`config.mk`:
```
export PLATFORM = sky130hd
export DESIGN_NAME = felc_line_codec
export DESIGN_NICKNAME = d
export VERILOG_FILES = /design/src/felc_pkg.sv /design/src/felc_line_codec.sv
export VERILOG_INCLUDE_DIRS = /design/src
export SDC_FILE = /design/constraint.sdc
export NUM_CORES = 1
export LEC_CHECK = 0
export BUFFER_PORTS_ARGS = -buffer_cell sky130_fd_sc_hd__buf_4
export CAP_MARGIN = 20
export CORE_ASPECT_RATIO = 0.7
export CORE_UTILIZATION = 45
export DETAILED_ROUTE_END_ITERATION = 8
export MAX_ROUTING_LAYER = met4
export RECOVER_POWER = 50
export SETUP_SLACK_MARGIN = 0.15
export SYNTH_ARGS = -nofsm -noshare
export SYNTH_HDL_FRONTEND = slang
export SYNTH_SLANG_ARGS = --single-unit
```
`constraint.sdc`:
```
create_clock -name clock -period 3.34 [get_ports clock]
set_clock_uncertainty 0.15 [all_clocks]
set_input_delay 0.334 -clock clock [delete_from_list [all_inputs] [get_ports clock]]
set_output_delay 0.334 -clock clock [all_outputs]
set_load 0.005 [all_outputs]
```
`src/felc_consts.svh`:
```
// constants of the 100 Mb/s 4b5b line codec
`ifndef FELC_CONSTS_SVH
`define FELC_CONSTS_SVH
// data groups, nibble 15 first, nibble 0 in the low bits
`define FELC_DATA_CODES {5'h1D, 5'h1C, 5'h1B, 5'h1A, 5'h17, 5'h16, 5'h13, 5'h12, \
                         5'h0F, 5'h0E, 5'h0B, 5'h0A, 5'h15, 5'h14, 5'h09, 5'h1E}
`define FELC_CG_I        5'h1F
`define FELC_CG_J        5'h18
`define FELC_CG_K        5'h11
`define FELC_CG_T        5'h0D
`define FELC_CG_R        5'h07
`define FELC_CG_H        5'h04
`define FELC_SSD_NIBBLE  4'h5
`define FELC_BAD_NIBBLE  4'hE
`define FELC_LAST_BIT    3'h4
`define FELC_SEED_WAIT   2'h3
`define FELC_LFSR_RESET  11'h7FF
`define FELC_FIFO_DEPTH  16
`define FELC_FIFO_WIDTH  6
`endif

```
`src/felc_pkg.sv`:
```
// types of the 100 Mb/s 4b5b line codec
package felc_pkg;
  typedef enum logic [2:0] {
    FELC_TX_IDLE,
    FELC_TX_K,
    FELC_TX_DATA,
    FELC_TX_R
  } felc_tx_state_t;
  typedef enum logic [2:0] {
    FELC_RX_IDLE,
    FELC_RX_J,
    FELC_RX_DATA,
    FELC_RX_T,
    FELC_RX_ESD,
    FELC_RX_BAD
  } felc_rx_state_t;
  typedef logic [4:0] felc_code_t;
endpackage

```
`src/felc_line_codec.sv`:
```
// 4b5b transmit encoder with scrambler, NRZI and MLT-3, receive group interpreter
`timescale 1ns/1ns
`default_nettype none
`include "felc_consts.svh"
module felc_fifo #(
  parameter int WIDTH = 6,
  parameter int DEPTH = 16
) (
  // clock and reset
  input  wire logic             clock,
  input  wire logic             srst,
  // fill side
  input  wire logic             in_valid,
  output logic                  in_ready,
  input  wire logic [WIDTH-1:0] in_data,
  // drain side
  output logic                  out_valid,
  input  wire logic             out_ready,
  output logic      [WIDTH-1:0] out_data
);
  localparam int AW = $clog2(DEPTH);
  localparam int CW = $clog2(DEPTH + 1);
  logic [WIDTH-1:0] mem_q [DEPTH];
  logic [AW-1:0]    wr_q, wr_d, rd_q, rd_d;
  logic [CW-1:0]    cnt_q, cnt_d;
  logic             push, pop;
  assign in_ready  = (cnt_q != CW'(DEPTH));
  assign out_valid = (cnt_q != '0);
  assign out_data  = mem_q[rd_q];
  assign push      = in_valid && in_ready;
  assign pop       = out_valid && out_ready;
  always_comb begin
    wr_d  = wr_q;
    rd_d  = rd_q;
    cnt_d = cnt_q;
    if (push) begin
      wr_d = (wr_q == AW'(DEPTH - 1)) ? '0 : wr_q + 1'b1;
    end
    if (pop) begin
      rd_d = (rd_q == AW'(DEPTH - 1)) ? '0 : rd_q + 1'b1;
    end
    if (push && !pop) begin
      cnt_d = cnt_q + 1'b1;
    end else if (pop && !push) begin
      cnt_d = cnt_q - 1'b1;
    end
  end
  always_ff @(posedge clock) begin
    if (srst) begin
      wr_q  <= '0;
      rd_q  <= '0;
      cnt_q <= '0;
    end else begin
      wr_q  <= wr_d;
      rd_q  <= rd_d;
      cnt_q <= cnt_d;
    end
  end
  always_ff @(posedge clock) begin
    if (push) begin
      mem_q[wr_q] <= in_data;
    end
  end
endmodule
module felc_line_codec (
  // clock and reset
  input  wire logic              clock,
  input  wire logic              srst,
  // address strap from pins
  input  wire logic [4:0]        phy_addr,
  // transmit nibbles from the MAC
  input  wire logic              tx_en,
  input  wire logic              tx_er,
  input  wire logic              tx_valid,
  input  wire logic [3:0]        txd,
  output logic                   tx_ready,
  // line side transmit levels and the unscrambled code bit
  output logic                   mlt_pos,
  output logic                   mlt_neg,
  output logic                   tx_code_bit,
  // aligned receive code groups
  input  wire logic              rx_code_valid,
  input  wire felc_pkg::felc_code_t rx_code,
  // receive nibbles to the MAC
  output logic [3:0]             rxd,
  output logic                   rx_dv,
  output logic                   rx_er,
  output logic                   crs,
  output logic                   rx_nib_strobe
);
  import felc_pkg::*;
  localparam logic [79:0] DATA_CODES = `FELC_DATA_CODES;
  function automatic felc_code_t enc(input logic [3:0] nib);
    enc = DATA_CODES[5*nib +: 5];
  endfunction
  // {valid, nibble}; valid only for the sixteen data groups
  function automatic logic [4:0] dec(input felc_code_t cg);
    dec = 5'h00;
    for (int i = 0; i < 16; i++) begin
      if (DATA_CODES[5*i +: 5] == cg) begin
        dec = {1'b1, 4'(i)};
      end
    end
  endfunction
  // ---------------- strap sync and seed ----------------
  logic [4:0]  addr_m_q, addr_s_q;
  logic [1:0]  seed_cnt_q, seed_cnt_d;
  always_comb begin
    seed_cnt_d = (seed_cnt_q == `FELC_SEED_WAIT) ? seed_cnt_q : seed_cnt_q + 1'b1;
  end
  always_ff @(posedge clock) begin
    if (srst) begin
      addr_m_q   <= '0;
      addr_s_q   <= '0;
      seed_cnt_q <= '0;
    end else begin
      addr_m_q   <= phy_addr;
      addr_s_q   <= addr_m_q;
      seed_cnt_q <= seed_cnt_d;
    end
  end
  // ---------------- MAC side into the FIFO ----------------
  logic       tx_en_q, tx_en_d, eof_pend_q, eof_pend_d;
  logic       f_in_valid, f_in_ready, f_out_valid, f_pop;
  logic [5:0] f_in_data, f_out_data;
  // entry: {end marker, error, nibble}
  always_comb begin
    tx_en_d    = tx_en;
    tx_ready   = f_in_ready && !eof_pend_q;
    f_in_valid = eof_pend_q || (tx_en && tx_valid);
    f_in_data  = eof_pend_q ? 6'h20 : {1'b0, tx_er, txd};
    eof_pend_d = eof_pend_q;
    if (eof_pend_q && f_in_ready) begin
      eof_pend_d = 1'b0;
    end
    if (tx_en_q && !tx_en) begin
      eof_pend_d = 1'b1;
    end
  end
  always_ff @(posedge clock) begin
    if (srst) begin
      tx_en_q    <= 1'b0;
      eof_pend_q <= 1'b0;
    end else begin
      tx_en_q    <= tx_en_d;
      eof_pend_q <= eof_pend_d;
    end
  end
  felc_fifo #(
    .WIDTH (`FELC_FIFO_WIDTH),
    .DEPTH (`FELC_FIFO_DEPTH)
  ) u_fifo (
    .clock     (clock),
    .srst      (srst),
    .in_valid  (f_in_valid),
    .in_ready  (f_in_ready),
    .in_data   (f_in_data),
    .out_valid (f_out_valid),
    .out_ready (f_pop),
    .out_data  (f_out_data)
  );
  // ---------------- group encoder and serializer ----------------
  felc_tx_state_t tx_st_q, tx_st_d;
  felc_code_t     shift_q, shift_d, grp;
  logic [2:0]     bit_q, bit_d;
  logic [10:0]    lfsr_q, lfsr_d;
  logic           scr, nrzi_q, nrzi_d, tbit_q, tbit_d;
  logic [1:0]     ph_q, ph_d;
  logic           last;
  always_comb begin
    last    = (bit_q == `FELC_LAST_BIT);
    tx_st_d = tx_st_q;
    grp     = `FELC_CG_I;
    f_pop   = 1'b0;
    case (tx_st_q)
      FELC_TX_IDLE: begin
        if (f_out_valid) begin
          f_pop = last;
          if (!f_out_data[5]) begin
            grp     = `FELC_CG_J;
            tx_st_d = FELC_TX_K;
          end
        end
      end
      FELC_TX_K: begin
        grp     = `FELC_CG_K;
        f_pop   = last && f_out_valid && !f_out_data[5];
        tx_st_d = FELC_TX_DATA;
      end
      FELC_TX_DATA: begin
        if (!f_out_valid) begin
          grp = `FELC_CG_H;
        end else if (f_out_data[5]) begin
          grp     = `FELC_CG_T;
          f_pop   = last;
          tx_st_d = FELC_TX_R;
        end else begin
          grp   = f_out_data[4] ? `FELC_CG_H : enc(f_out_data[3:0]);
          f_pop = last;
        end
      end
      FELC_TX_R: begin
        grp     = `FELC_CG_R;
        tx_st_d = FELC_TX_IDLE;
      end
      default: begin
        tx_st_d = FELC_TX_IDLE;
      end
    endcase
    if (!last) begin
      tx_st_d = tx_st_q;
    end
    bit_d   = last ? 3'h0 : bit_q + 1'b1;
    shift_d = last ? grp : {shift_q[3:0], 1'b0};
    // x^11 + x^9 + 1 stream cipher, seed from the strap
    scr     = shift_q[4] ^ lfsr_q[10] ^ lfsr_q[8];
    lfsr_d  = {lfsr_q[9:0], lfsr_q[10] ^ lfsr_q[8]};
    if (seed_cnt_q != `FELC_SEED_WAIT) begin
      lfsr_d = {1'b1, addr_s_q, addr_s_q};
    end
    nrzi_d = nrzi_q ^ scr;
    tbit_d = shift_q[4];
    ph_d   = nrzi_d ? ph_q + 1'b1 : ph_q;
  end
  always_ff @(posedge clock) begin
    if (srst) begin
      tx_st_q <= FELC_TX_IDLE;
      shift_q <= `FELC_CG_I;
      bit_q   <= '0;
      lfsr_q  <= `FELC_LFSR_RESET;
      nrzi_q  <= 1'b0;
      tbit_q  <= 1'b0;
      ph_q    <= '0;
    end else begin
      tx_st_q <= tx_st_d;
      shift_q <= shift_d;
      bit_q   <= bit_d;
      lfsr_q  <= lfsr_d;
      nrzi_q  <= nrzi_d;
      tbit_q  <= tbit_d;
      ph_q    <= ph_d;
    end
  end
  // levels cycle 0, +, 0, -
  assign mlt_pos     = (ph_q == 2'h1);
  assign mlt_neg     = (ph_q == 2'h3);
  assign tx_code_bit = tbit_q;
  // ---------------- receive group interpreter ----------------
  felc_rx_state_t rx_st_q, rx_st_d;
  logic [3:0] rxd_q, rxd_d;
  logic       dv_q, dv_d, er_q, er_d, crs_q, crs_d, stb_q, stb_d, idl_q, idl_d;
  logic [4:0] dn;
  logic       is_i;
  always_comb begin
    dn      = dec(rx_code);
    is_i    = (rx_code == `FELC_CG_I);
    rx_st_d = rx_st_q;
    rxd_d   = rxd_q;
    dv_d    = dv_q;
    er_d    = er_q;
    crs_d   = crs_q;
    idl_d   = idl_q;
    stb_d   = rx_code_valid;
    if (rx_code_valid) begin
      er_d = 1'b0;
      case (rx_st_q)
        FELC_RX_IDLE: begin
          dv_d  = 1'b0;
          crs_d = 1'b0;
          if (rx_code == `FELC_CG_J) begin
            rxd_d   = `FELC_SSD_NIBBLE;
            crs_d   = 1'b1;
            rx_st_d = FELC_RX_J;
          end else if (!is_i) begin
            er_d    = 1'b1;
            rxd_d   = `FELC_BAD_NIBBLE;
            crs_d   = 1'b1;
            idl_d   = 1'b0;
            rx_st_d = FELC_RX_BAD;
          end
        end
        FELC_RX_J: begin
          if (rx_code == `FELC_CG_K) begin
            rxd_d   = `FELC_SSD_NIBBLE;
            dv_d    = 1'b1;
            rx_st_d = FELC_RX_DATA;
          end else begin
            er_d    = 1'b1;
            rxd_d   = `FELC_BAD_NIBBLE;
            idl_d   = is_i;
            rx_st_d = FELC_RX_BAD;
          end
        end
        FELC_RX_DATA: begin
          if (rx_code == `FELC_CG_T) begin
            rx_st_d = FELC_RX_T;
          end else if (dn[4]) begin
            rxd_d = dn[3:0];
          end else begin
            er_d = 1'b1;
          end
        end
        FELC_RX_T: begin
          if (rx_code == `FELC_CG_R) begin
            crs_d   = 1'b0;
            dv_d    = 1'b0;
            rx_st_d = FELC_RX_ESD;
          end else begin
            er_d    = 1'b1;
            idl_d   = is_i;
            rx_st_d = FELC_RX_BAD;
          end
        end
        FELC_RX_ESD: begin
          if (is_i) begin
            rx_st_d = FELC_RX_IDLE;
          end else begin
            er_d    = 1'b1;
            rxd_d   = `FELC_BAD_NIBBLE;
            crs_d   = 1'b1;
            idl_d   = 1'b0;
            rx_st_d = FELC_RX_BAD;
          end
        end
        FELC_RX_BAD: begin
          dv_d  = 1'b0;
          idl_d = is_i;
          if (is_i && idl_q) begin
            crs_d   = 1'b0;
            rx_st_d = FELC_RX_IDLE;
          end else begin
            er_d  = 1'b1;
            rxd_d = `FELC_BAD_NIBBLE;
          end
        end
        default: begin
          rx_st_d = FELC_RX_IDLE;
        end
      endcase
    end
  end
  always_ff @(posedge clock) begin
    if (srst) begin
      rx_st_q <= FELC_RX_IDLE;
      rxd_q   <= '0;
      dv_q    <= 1'b0;
      er_q    <= 1'b0;
      crs_q   <= 1'b0;
      stb_q   <= 1'b0;
      idl_q   <= 1'b0;
    end else begin
      rx_st_q <= rx_st_d;
      rxd_q   <= rxd_d;
      dv_q    <= dv_d;
      er_q    <= er_d;
      crs_q   <= crs_d;
      stb_q   <= stb_d;
      idl_q   <= idl_d;
    end
  end
  assign rxd           = rxd_q;
  assign rx_dv         = dv_q;
  assign rx_er         = er_q;
  assign crs           = crs_q;
  assign rx_nib_strobe = stb_q;
endmodule
`default_nettype wire

```
Word-level counts from Yosys, hierarchy flattened. Memory sizes are Yosys's and may differ from the RTL's. A register that Yosys moved wholly into a read port is not among the register bits. Cells that the tools add are included.

Input bits: 20. Memories: 1. Register bits after elaboration: 65. Output and inout bits: 12. Bits in writable memories: 96.

Memory list: u_fifo.mem_q (words 16, bits a word 6, rd ports 1, clocked after memory_dff 1, wr ports 1, line felc_line_codec.sv:23) `logic [WIDTH-1:0] mem_q [DEPTH];`.

Shift operators: 1. Bitwise gates (word level): 4. Multiplexer cells: 77. $add $sub $neg: 7. Reduce and logical (&&, ||, !) cells: 36. Eq/ne operators: 53. Multiply operators: 1.

Operators with widths (count): $mux W5 (22); $shiftx A80 B8 Y5 const A (1); $eq A5 B5 Y1 const A (11); $mux W4 (10); $mux W3 (12); $ne A2 B2 Y1 const B (16); $eq A4 B5 Y1 const A (5); $mux W1 (22); $pmux W4 S5 (1); $pmux W5 S4 (1); $reduce_and A5 Y1 (4); $pmux W3 S6 (1); $eq A5 B5 Y1 const B (3); $reduce_bool A5 Y1 (3); $eq A3 B2 Y1 const B (4); $logic_and A1 B1 Y1 (11); $mux W10 (1); $eq A3 B3 Y1 const B (3); $pmux W3 S3 (1); $add A4 B1 Y4 const B (2); $eq A4 B4 Y1 const B (2); $reduce_and A4 Y1 (2); $reduce_or A2 Y1 (4); $mul A3 B4 Y7 const A (1); other kinds (24) (36).

Logic depth before layout (Yosys ltp). Gate-level depths: netlist (run 1).

Depth in word-level cells: 20. Depth in mapped cells: 16.

Cells and area by module. Synthesis (run 1) repeated with hierarchy kept, for this count alone.

Cell total of the unflattened synthesis: 586. Area, all modules: 7290.7 µm².

By module, submodules not included: felc_fifo (instances 1, area an instance 4581.9 µm², cells an instance 262); felc_line_codec (instances 1, area an instance 2708.8 µm², cells an instance 324).

Worst setup path after synthesis (run 1). No wires, ideal clock.

Path type: register to register. Start point: register (tool-made name). End point: register u_fifo.cnt_q[4]. Data arrival time: 3285 ps. Data required time: 3119 ps. Path slack: -165 ps. Stages on the path, launching flop included: 15. Library setup time: 71 ps. Cell sequence: dfxtp_1 -> nor2b_2 -> clkbuf_8 -> a221oi_2 -> o21bai_2 -> a311oi_2 -> nand2b_1 -> ha_1 -> inv_1 -> fa_1 -> a21o_1 -> a21oi_1 -> xnor2_1 -> or3_1 -> a21oi_1.

RTL lines: end signal, assigned (line felc_line_codec.sv:56) `cnt_q <= cnt_d;`; end, declared (line felc_line_codec.sv:25) `logic [CW-1:0] cnt_q, cnt_d;`.

==> impl_metrics.ini, run 1 <==
[final_layout]
final_design_area_no_fill_um2 = 8726
drive_above_1_share_pct = 18.98
ant_diodes = 0
syn_to_final_growth_pct = 17.19
layout.cells.non_filler = 905
finish.net_count = 711

[sta]
min_period_ps = 3193
slew_violations = 0
setup_total_negative_slack_ps = 0
max_freq_mhz = 313.1
timing.final.crit_share_pct = 95.61
report.final.setup_viol = 0
timing.final.hold_violations = 0
worstMarginPinSlew_ps = 972.5
worst_slew_margin_rel_pct = 35.17
grt_setup_unrepaired = yes
whs_ps = 47.13
fin_ws_ps = 146.6

[power]
worst_ir_drop_vdd_mv = 0.3570
p_leak_nw = 3.115
power_density_nw_per_um2 = 561.3

[logic_synthesis]
fraction_of_the_yosys_area_taken_by_sequential_cells_pct = 57.00
synth_nets = 651
post-synth-top-area-cell = sky130_fd_sc_hd__edfxtp_1
ys_async_sr_fraction_pct = 0
synth.most_common_cell = sky130_fd_sc_hd__edfxtp_1
synth_top_area_share_pct = 38.72
warning_count_from_the_yosys_run = 0
synth_commonest_cells = sky130_fd_sc_hd__edfxtp_1, sky130_fd_sc_hd__dfxtp_1, sky130_fd_sc_hd__nor2_1
count_of_distinct_cell_types_in_the_synthesized_netlist = 78
synth_seq_cells = 164
synthesized_netlist_cell_count = 612
number_of_enable_flip_flop_cells_after_synthesis = 96
synth-main-ff-cell = sky130_fd_sc_hd__edfxtp_1
synthesis.area_per_instance_um2 = 12.17
synth_area_leaders = sky130_fd_sc_hd__edfxtp_1, sky130_fd_sc_hd__dfxtp_1, sky130_fd_sc_hd__mux2i_1, sky130_fd_sc_hd__ha_1, sky130_fd_sc_hd__nor2_1
post_synth_instance_area_um2 = 7446

[min_path]
startpoint_of_the_lowest_slack_hold_path = rx_code_valid
timing.hold.worst.class = in -> reg

[critical_path]
timing.critical_path.slowest_cell_delay_ps = 390
worst_setup_path_end_kind = register
crit_required_ps = 3550
crit_path_top_delay_cell = sky130_fd_sc_hd__a221oi_4
setup.worst_path.class = reg -> reg
startpoint_type = register
cpLargestDelayFamily = compound AO/OA/AOI/OAI gates
crit_path_max_fanout = 6
critical_path.cell_chain = mux2i_2 -> a221oi_4 -> o21bai_4 -> a311oi_2 -> nand2b_4 -> ha_4 -> inv_4 -> fa_2 -> a21o_1 -> a21oi_2 -> xnor2_1 -> or3_1 -> a21oi_1
worst_endpoint_data_arrival_time_ps = 3410
timing.critical_path.buf_inv = 1

[route]
num_vias = 4997
drtIter0Drc = 406
route.detailed.vias_per_inst = 5.522
drt.antenna.violating_nets = 0
drt_pre_antenna_iters = 4
detailroute.wirelength.met2_um = 6913
met1_length_um = 8481
routed.top_layer = met4
detailroute.wirelength.met3_um = 956
detail_route.wirelength_um = 16470
wire_per_inst_um = 18.20
drc_errors = 0

[clock_tree]
clock_path_buffers = 2
cts_tree = yes
cts.sinks = 164
cts_inserted_buffers = 17
cts.reportedPaths.clkPinSlew_ps = 70
h-tree-depth = 4
clock_latency_ps = 430
cts-root-buf = sky130_fd_sc_hd__clkbuf_16

[job]
drv_cap = 0

[global_route]
grt_remaining_overflow = 0
grt_first_pass_wirelength_um = 26190
first_global_vias = 4758
antenna_found_initial = 0
groute.usage.overall_pct = 21.49
grt_start_max_net_pins = 48

[outcome]
run_status = finished, final reports clean

[placed_design]
placement.setup.worst_slack_ps = -0.9741
placement_stage_cell_area_um2 = 7965
gpl.final_weighted_congestion = 0.8838
dp_hpwl_um = 11390
portBuffers = 31
dp.cells = 855

[floorplanning]
width_of_the_die_um = 155.7
core-area_um2 = 15830
rows = 38
initial_core_util_pct = 47.03
die_h_um = 109.6
floorplan.die_area_um2 = 17070
ioPinCount = 32
[per-layer routing]
layer,GRT usage [%],vias to the layer above
met5,-,-
met4,6.092,0
met3,6.346,8
met2,28.35,108
met1,31.51,2470
li1,-,2411
[state kept, by name, summed over array words and instances (netlist names), 4 cells and up, named ones only]
signal / cells
rxd: 4
shift_q: 5
u_fifo.wr_q: 4
u_fifo.mem_q: 96
u_fifo.rd_q: 4
lfsr_q: 11
u_fifo.cnt_q: 5
addr_s_q: 5
addr_m_q: 5
[final timing paths]
check	to	slack, ps	cells past startpoint
worst max-delay path	u_fifo.cnt_q[4]$_SDFFE_PP0P_	150	13
worst min-delay path	crs$_SDFFE_PP0P_	50	2
worst max register to register	u_fifo.cnt_q[4]$_SDFFE_PP0P_	150	13
worst min register to register	lfsr_q[10]$_SDFF_PP1_	270	1
[cell families (layout without fill, tap and decap cells)]
group / Yosys count / count (layout) / share of synthesized area [%]
AOI/OAI and AO/OA: 131 / 131 / 13.49
xor gates and xnor gates: 15 / 15 / 1.764
adders and majority gates: 19 / 19 / 3.294
buffers and inverters: 51 / 124 / 3.865
DFF: 164 / 164 / 57.00
muxes: 43 / 43 / 8.217
and+or+nand+nor: 189 / 189 / 12.37
[layout make-up]
cell class	instances	area [µm²]
tap	220	275.3
timing repair buffer	73	540.5
sequential	164	4249
fill	1324	7107
clock inverter	15	175.2
inverter	19	73.82
clock buffer	17	425.4
multi-input combinational	397	2987
[stage by stage]
| step | power (mW) | utilization (%) |
|---|---|---|
| after detailed placement | 2.929 | 50.31 |
| after floorplan | 2.744 | - |
| after global placement | 2.907 | 50.31 |
| after global routing | 5.108 | 55.11 |
| after CTS | 4.930 | 55.07 |
| final | 4.897 | 55.11 |
[power breakdown]
part           total, mW  leakage [nW]  internal, mW  switching, mW
Combinational      0.623          1.40         0.292          0.332
Sequential          2.30          1.43          2.23         0.0686
Clock               1.98         0.284          1.12          0.856
Total               4.90          3.11          3.64           1.26
[cell usage in the layout (no fill, tap or decap), types with 3 or more instances in the layout]
cell type	n
sky130_fd_sc_hd__edfxtp_1	96
sky130_fd_sc_hd__dfxtp_1	66
sky130_fd_sc_hd__nor2_1	55
sky130_fd_sc_hd__nand2_1	49
sky130_fd_sc_hd__buf_4	43
sky130_fd_sc_hd__a21oi_1	30
sky130_fd_sc_hd__mux2i_1	29
sky130_fd_sc_hd__nor2b_1	23
sky130_fd_sc_hd__inv_1	18
sky130_fd_sc_hd__clkbuf_16	17
sky130_fd_sc_hd__ha_1	16
sky130_fd_sc_hd__clkbuf_4	16
sky130_fd_sc_hd__o21ai_0	14
sky130_fd_sc_hd__a31oi_1	13
sky130_fd_sc_hd__nand3_1	12
sky130_fd_sc_hd__xnor2_1	10
sky130_fd_sc_hd__mux4_2	8
sky130_fd_sc_hd__nor3_1	8
sky130_fd_sc_hd__a221oi_1	8
sky130_fd_sc_hd__a21o_1	7
sky130_fd_sc_hd__clkbuf_1	7
sky130_fd_sc_hd__nand4_1	6
sky130_fd_sc_hd__dlygate4sd3_1	6
sky130_fd_sc_hd__and2_1	5
sky130_fd_sc_hd__nand2b_1	5
sky130_fd_sc_hd__mux4_1	5
sky130_fd_sc_hd__xor2_1	5
sky130_fd_sc_hd__and3_1	5
sky130_fd_sc_hd__a221oi_2	3
sky130_fd_sc_hd__a22oi_1	3
sky130_fd_sc_hd__o21bai_1	3
sky130_fd_sc_hd__or3_1	3
sky130_fd_sc_hd__o221ai_1	3
sky130_fd_sc_hd__o221a_2	3
sky130_fd_sc_hd__clkinvlp_4	3
sky130_fd_sc_hd__inv_8	3
[timing repair]
action | CTS | global route
setup buffers | 8 | 2
gates resized for setup | 7 | 1
setup endpoints to repair | 2 | 2
pin swaps | 8 | 2
hold buffers | 6 | 0
endpoints found under the hold margin | 6 | 0
Power figures use the tool's default switching activity.
==> inputs of run 2 (changes only) <==
clock period = 2.7 ns   (was 3.34 ns; I/O delays follow)
==> impl_metrics.ini, run 2 (synthesis results as in run 1) <==
[outcome]
run_status = finished, violations left
violations = negative setup slack

[clock_tree]
clock_latency_ps = 430
cts-root-buf = sky130_fd_sc_hd__clkbuf_16
cts.reportedPaths.clkPinSlew_ps = 60
cts_inserted_buffers = 17
h-tree-depth = 4
clock_path_buffers = 2
cts.sinks = 164
cts_tree = yes

[final_layout]
largest_register_ff_count = 96
finish.net_count = 731
syn_to_final_growth_pct = 19.83
layout.area.seq_um2 = 4250
multi_input_area_um2 = 3053
regMostFlops = u_fifo.mem_q
ant_diodes = 0
fillers = 1291
layout.cells.most_common = sky130_fd_sc_hd__edfxtp_1
layout.cells.most_common_list = sky130_fd_sc_hd__edfxtp_1, sky130_fd_sc_hd__dfxtp_1, sky130_fd_sc_hd__buf_4
final_design_area_no_fill_um2 = 8922
drive_above_1_share_pct = 24.96
layout_top_registers = u_fifo.mem_q: 96 flops, lfsr_q: 11 flops

[sta]
slew_violations = 0
min_period_ps = 3108
timing.final.crit_share_pct = 115.1
timing.final.hold_violations = 0
worst_slew_margin_rel_pct = 33.70
fin_ws_ps = -407.8
whs_ps = 132.3
worstMarginPinSlew_ps = 994.6
grt_setup_unrepaired = yes
report.final.setup_viol = 4
max_freq_mhz = 321.8

[route]
num_vias = 5119
wire_per_inst_um = 18.58
drtIter0Drc = 440
drt.antenna.violating_nets = 0
route.detailed.vias_per_inst = 5.534
drc_errors = 0
detail_route.wirelength_um = 17190
drt_pre_antenna_iters = 5

[power]
p_leak_nw = 3.212
power.switching_fraction_pct = 24.81
pwr-share-seq_pct = 47.6
power.internal_mw = 4.479
share_comb_of_total_power_pct = 14.4
power.switching_mw = 1.478
p_clk_share_pct = 38.0
worst_ir_drop_vdd_mv = 0.4243
power_density_nw_per_um2 = 667.7

[global_route]
first_global_vias = 4864
grt_remaining_overflow = 0
grt_first_pass_wirelength_um = 26870
antenna_found_initial = 0
grt_start_max_net_pins = 48
groute.usage.overall_pct = 22.08

[floorplanning]
ioPinCount = 32
floorplan.die_area_um2 = 17070
initial_core_util_pct = 47.03
die_h_um = 109.6
core-area_um2 = 15830
rows = 38
width_of_the_die_um = 155.7

[placed_design]
gpl.final_weighted_congestion = 0.8721
placement.setup.worst_slack_ps = -473.5
placement_stage_cell_area_um2 = 8140
dp_hpwl_um = 11840
portBuffers = 31

[min_path]
timing.hold.worst.class = in -> reg
holdPathStages = 3

[critical_path]
critical_path.cell_chain = mux2i_2 -> a221oi_4 -> a22oi_4 -> a311oi_2 -> nand2b_4 -> ha_4 -> inv_4 -> fa_2 -> a21o_1 -> a21oi_2 -> xnor2_1 -> or3_1 -> a21oi_1
crit_path_top_delay_cell = sky130_fd_sc_hd__dfxtp_4
startpoint_type = register
worst_endpoint_data_arrival_time_ps = 3320
timing.critical_path.buf_inv = 1
crit_path_max_fanout = 6
worst_setup_path_end_kind = register
worstSetupPathDepth = 13
worst-r2r-cell-count = 13
cpLargestDelayFamily = compound AO/OA/AOI/OAI gates
timing.critical_path.slowest_cell_delay_ps = 380
crit_required_ps = 2910
setup.worst_path.class = reg -> reg

[job]
drv_cap = 0
## run 2: cell types whose count changed in the layout (fill, tap and decap cells not counted), moves of 3 or more
cell | before | now
sky130_fd_sc_hd__clkinv_2 | 0 | 5
sky130_fd_sc_hd__clkbuf_8 | 0 | 3
sky130_fd_sc_hd__mux4_2 | 8 | 13
sky130_fd_sc_hd__nor2_1 | 55 | 44
sky130_fd_sc_hd__inv_8 | 3 | 0
sky130_fd_sc_hd__buf_4 | 43 | 56
sky130_fd_sc_hd__nor2_2 | 1 | 12
sky130_fd_sc_hd__mux4_1 | 5 | 0
sky130_fd_sc_hd__clkbuf_1 | 7 | 10
## run 2: layer usage
layer | share of wire [%] | track usage (%) | wire, µm | vias to the layer above
li1 | - | - | - | 2454
met2 | 42 | 29.56 | 7254 | 161
met3 | 6.6 | 6.583 | 1142 | 22
met5 | 0 | - | 0 | -
met1 | 50 | 31.45 | 8518 | 2482
met4 | 1.6 | 7.773 | 272 | 0
## run 2: worst paths after layout
| path | startpoint | to | slack, ps |
|---|---|---|---|
| max reg2reg | register | u_fifo.cnt_q[4]$_SDFFE_PP0P_ | -410 |
| min reg2reg | lfsr_q[0]$_SDFF_PP1_ | lfsr_q[1]$_SDFF_PP1_ | 280 |
| min | rx_code[2] | rxd[1]$_SDFFE_PP0P_ | 130 |
| max | register | u_fifo.cnt_q[4]$_SDFFE_PP0P_ | -410 |
## run 2: timing repair
action,4_1_cts,5_1_grt
pin swaps,2,9
buffers inserted,2,3
hold buffers,7,0
gates cloned,0,1
gates resized for setup,12,22
setup endpoints to repair,17,75
hold endpoints to repair,7,0
## run 2: final cells by class
type	instances	share of cell area, %
flip-flops and latches	164	47.64
multi-input cells	397	34.22
repair buffers	93	8.035
clock buffers	24	5.665
well taps	220	3.085
inverters	19	0.8274
clock inverters	8	0.5329
## run 2: power by group through the flow
stage	Combinational, mW	Sequential [mW]	Clock (mW)
CTS	0.841	2.84	2.30
finish	0.856	2.84	2.27
floorplan	0.545	2.86	0
detailed placement	0.811	2.89	0
global route	0.953	2.85	2.41
global placement	0.784	2.88	0
## run 2: stage by stage
step	setup TNS (ps)	instances	util, %	power [mW]
floorplan	-764.4	612	-	3.408
global placement	-1816	873	51.29	3.667
detailed placement	-1436	876	51.41	3.699
CTS	-992.5	917	55.71	5.974
global route	-1666	925	56.35	6.213
finish	-944.7	925	56.35	5.957
## run 2: tightest hold or removal path, cell delays in order
cell                       delay [ps]
sky130_fd_sc_hd__buf_4            150
sky130_fd_sc_hd__a31oi_1          150
sky130_fd_sc_hd__a221oi_1          90
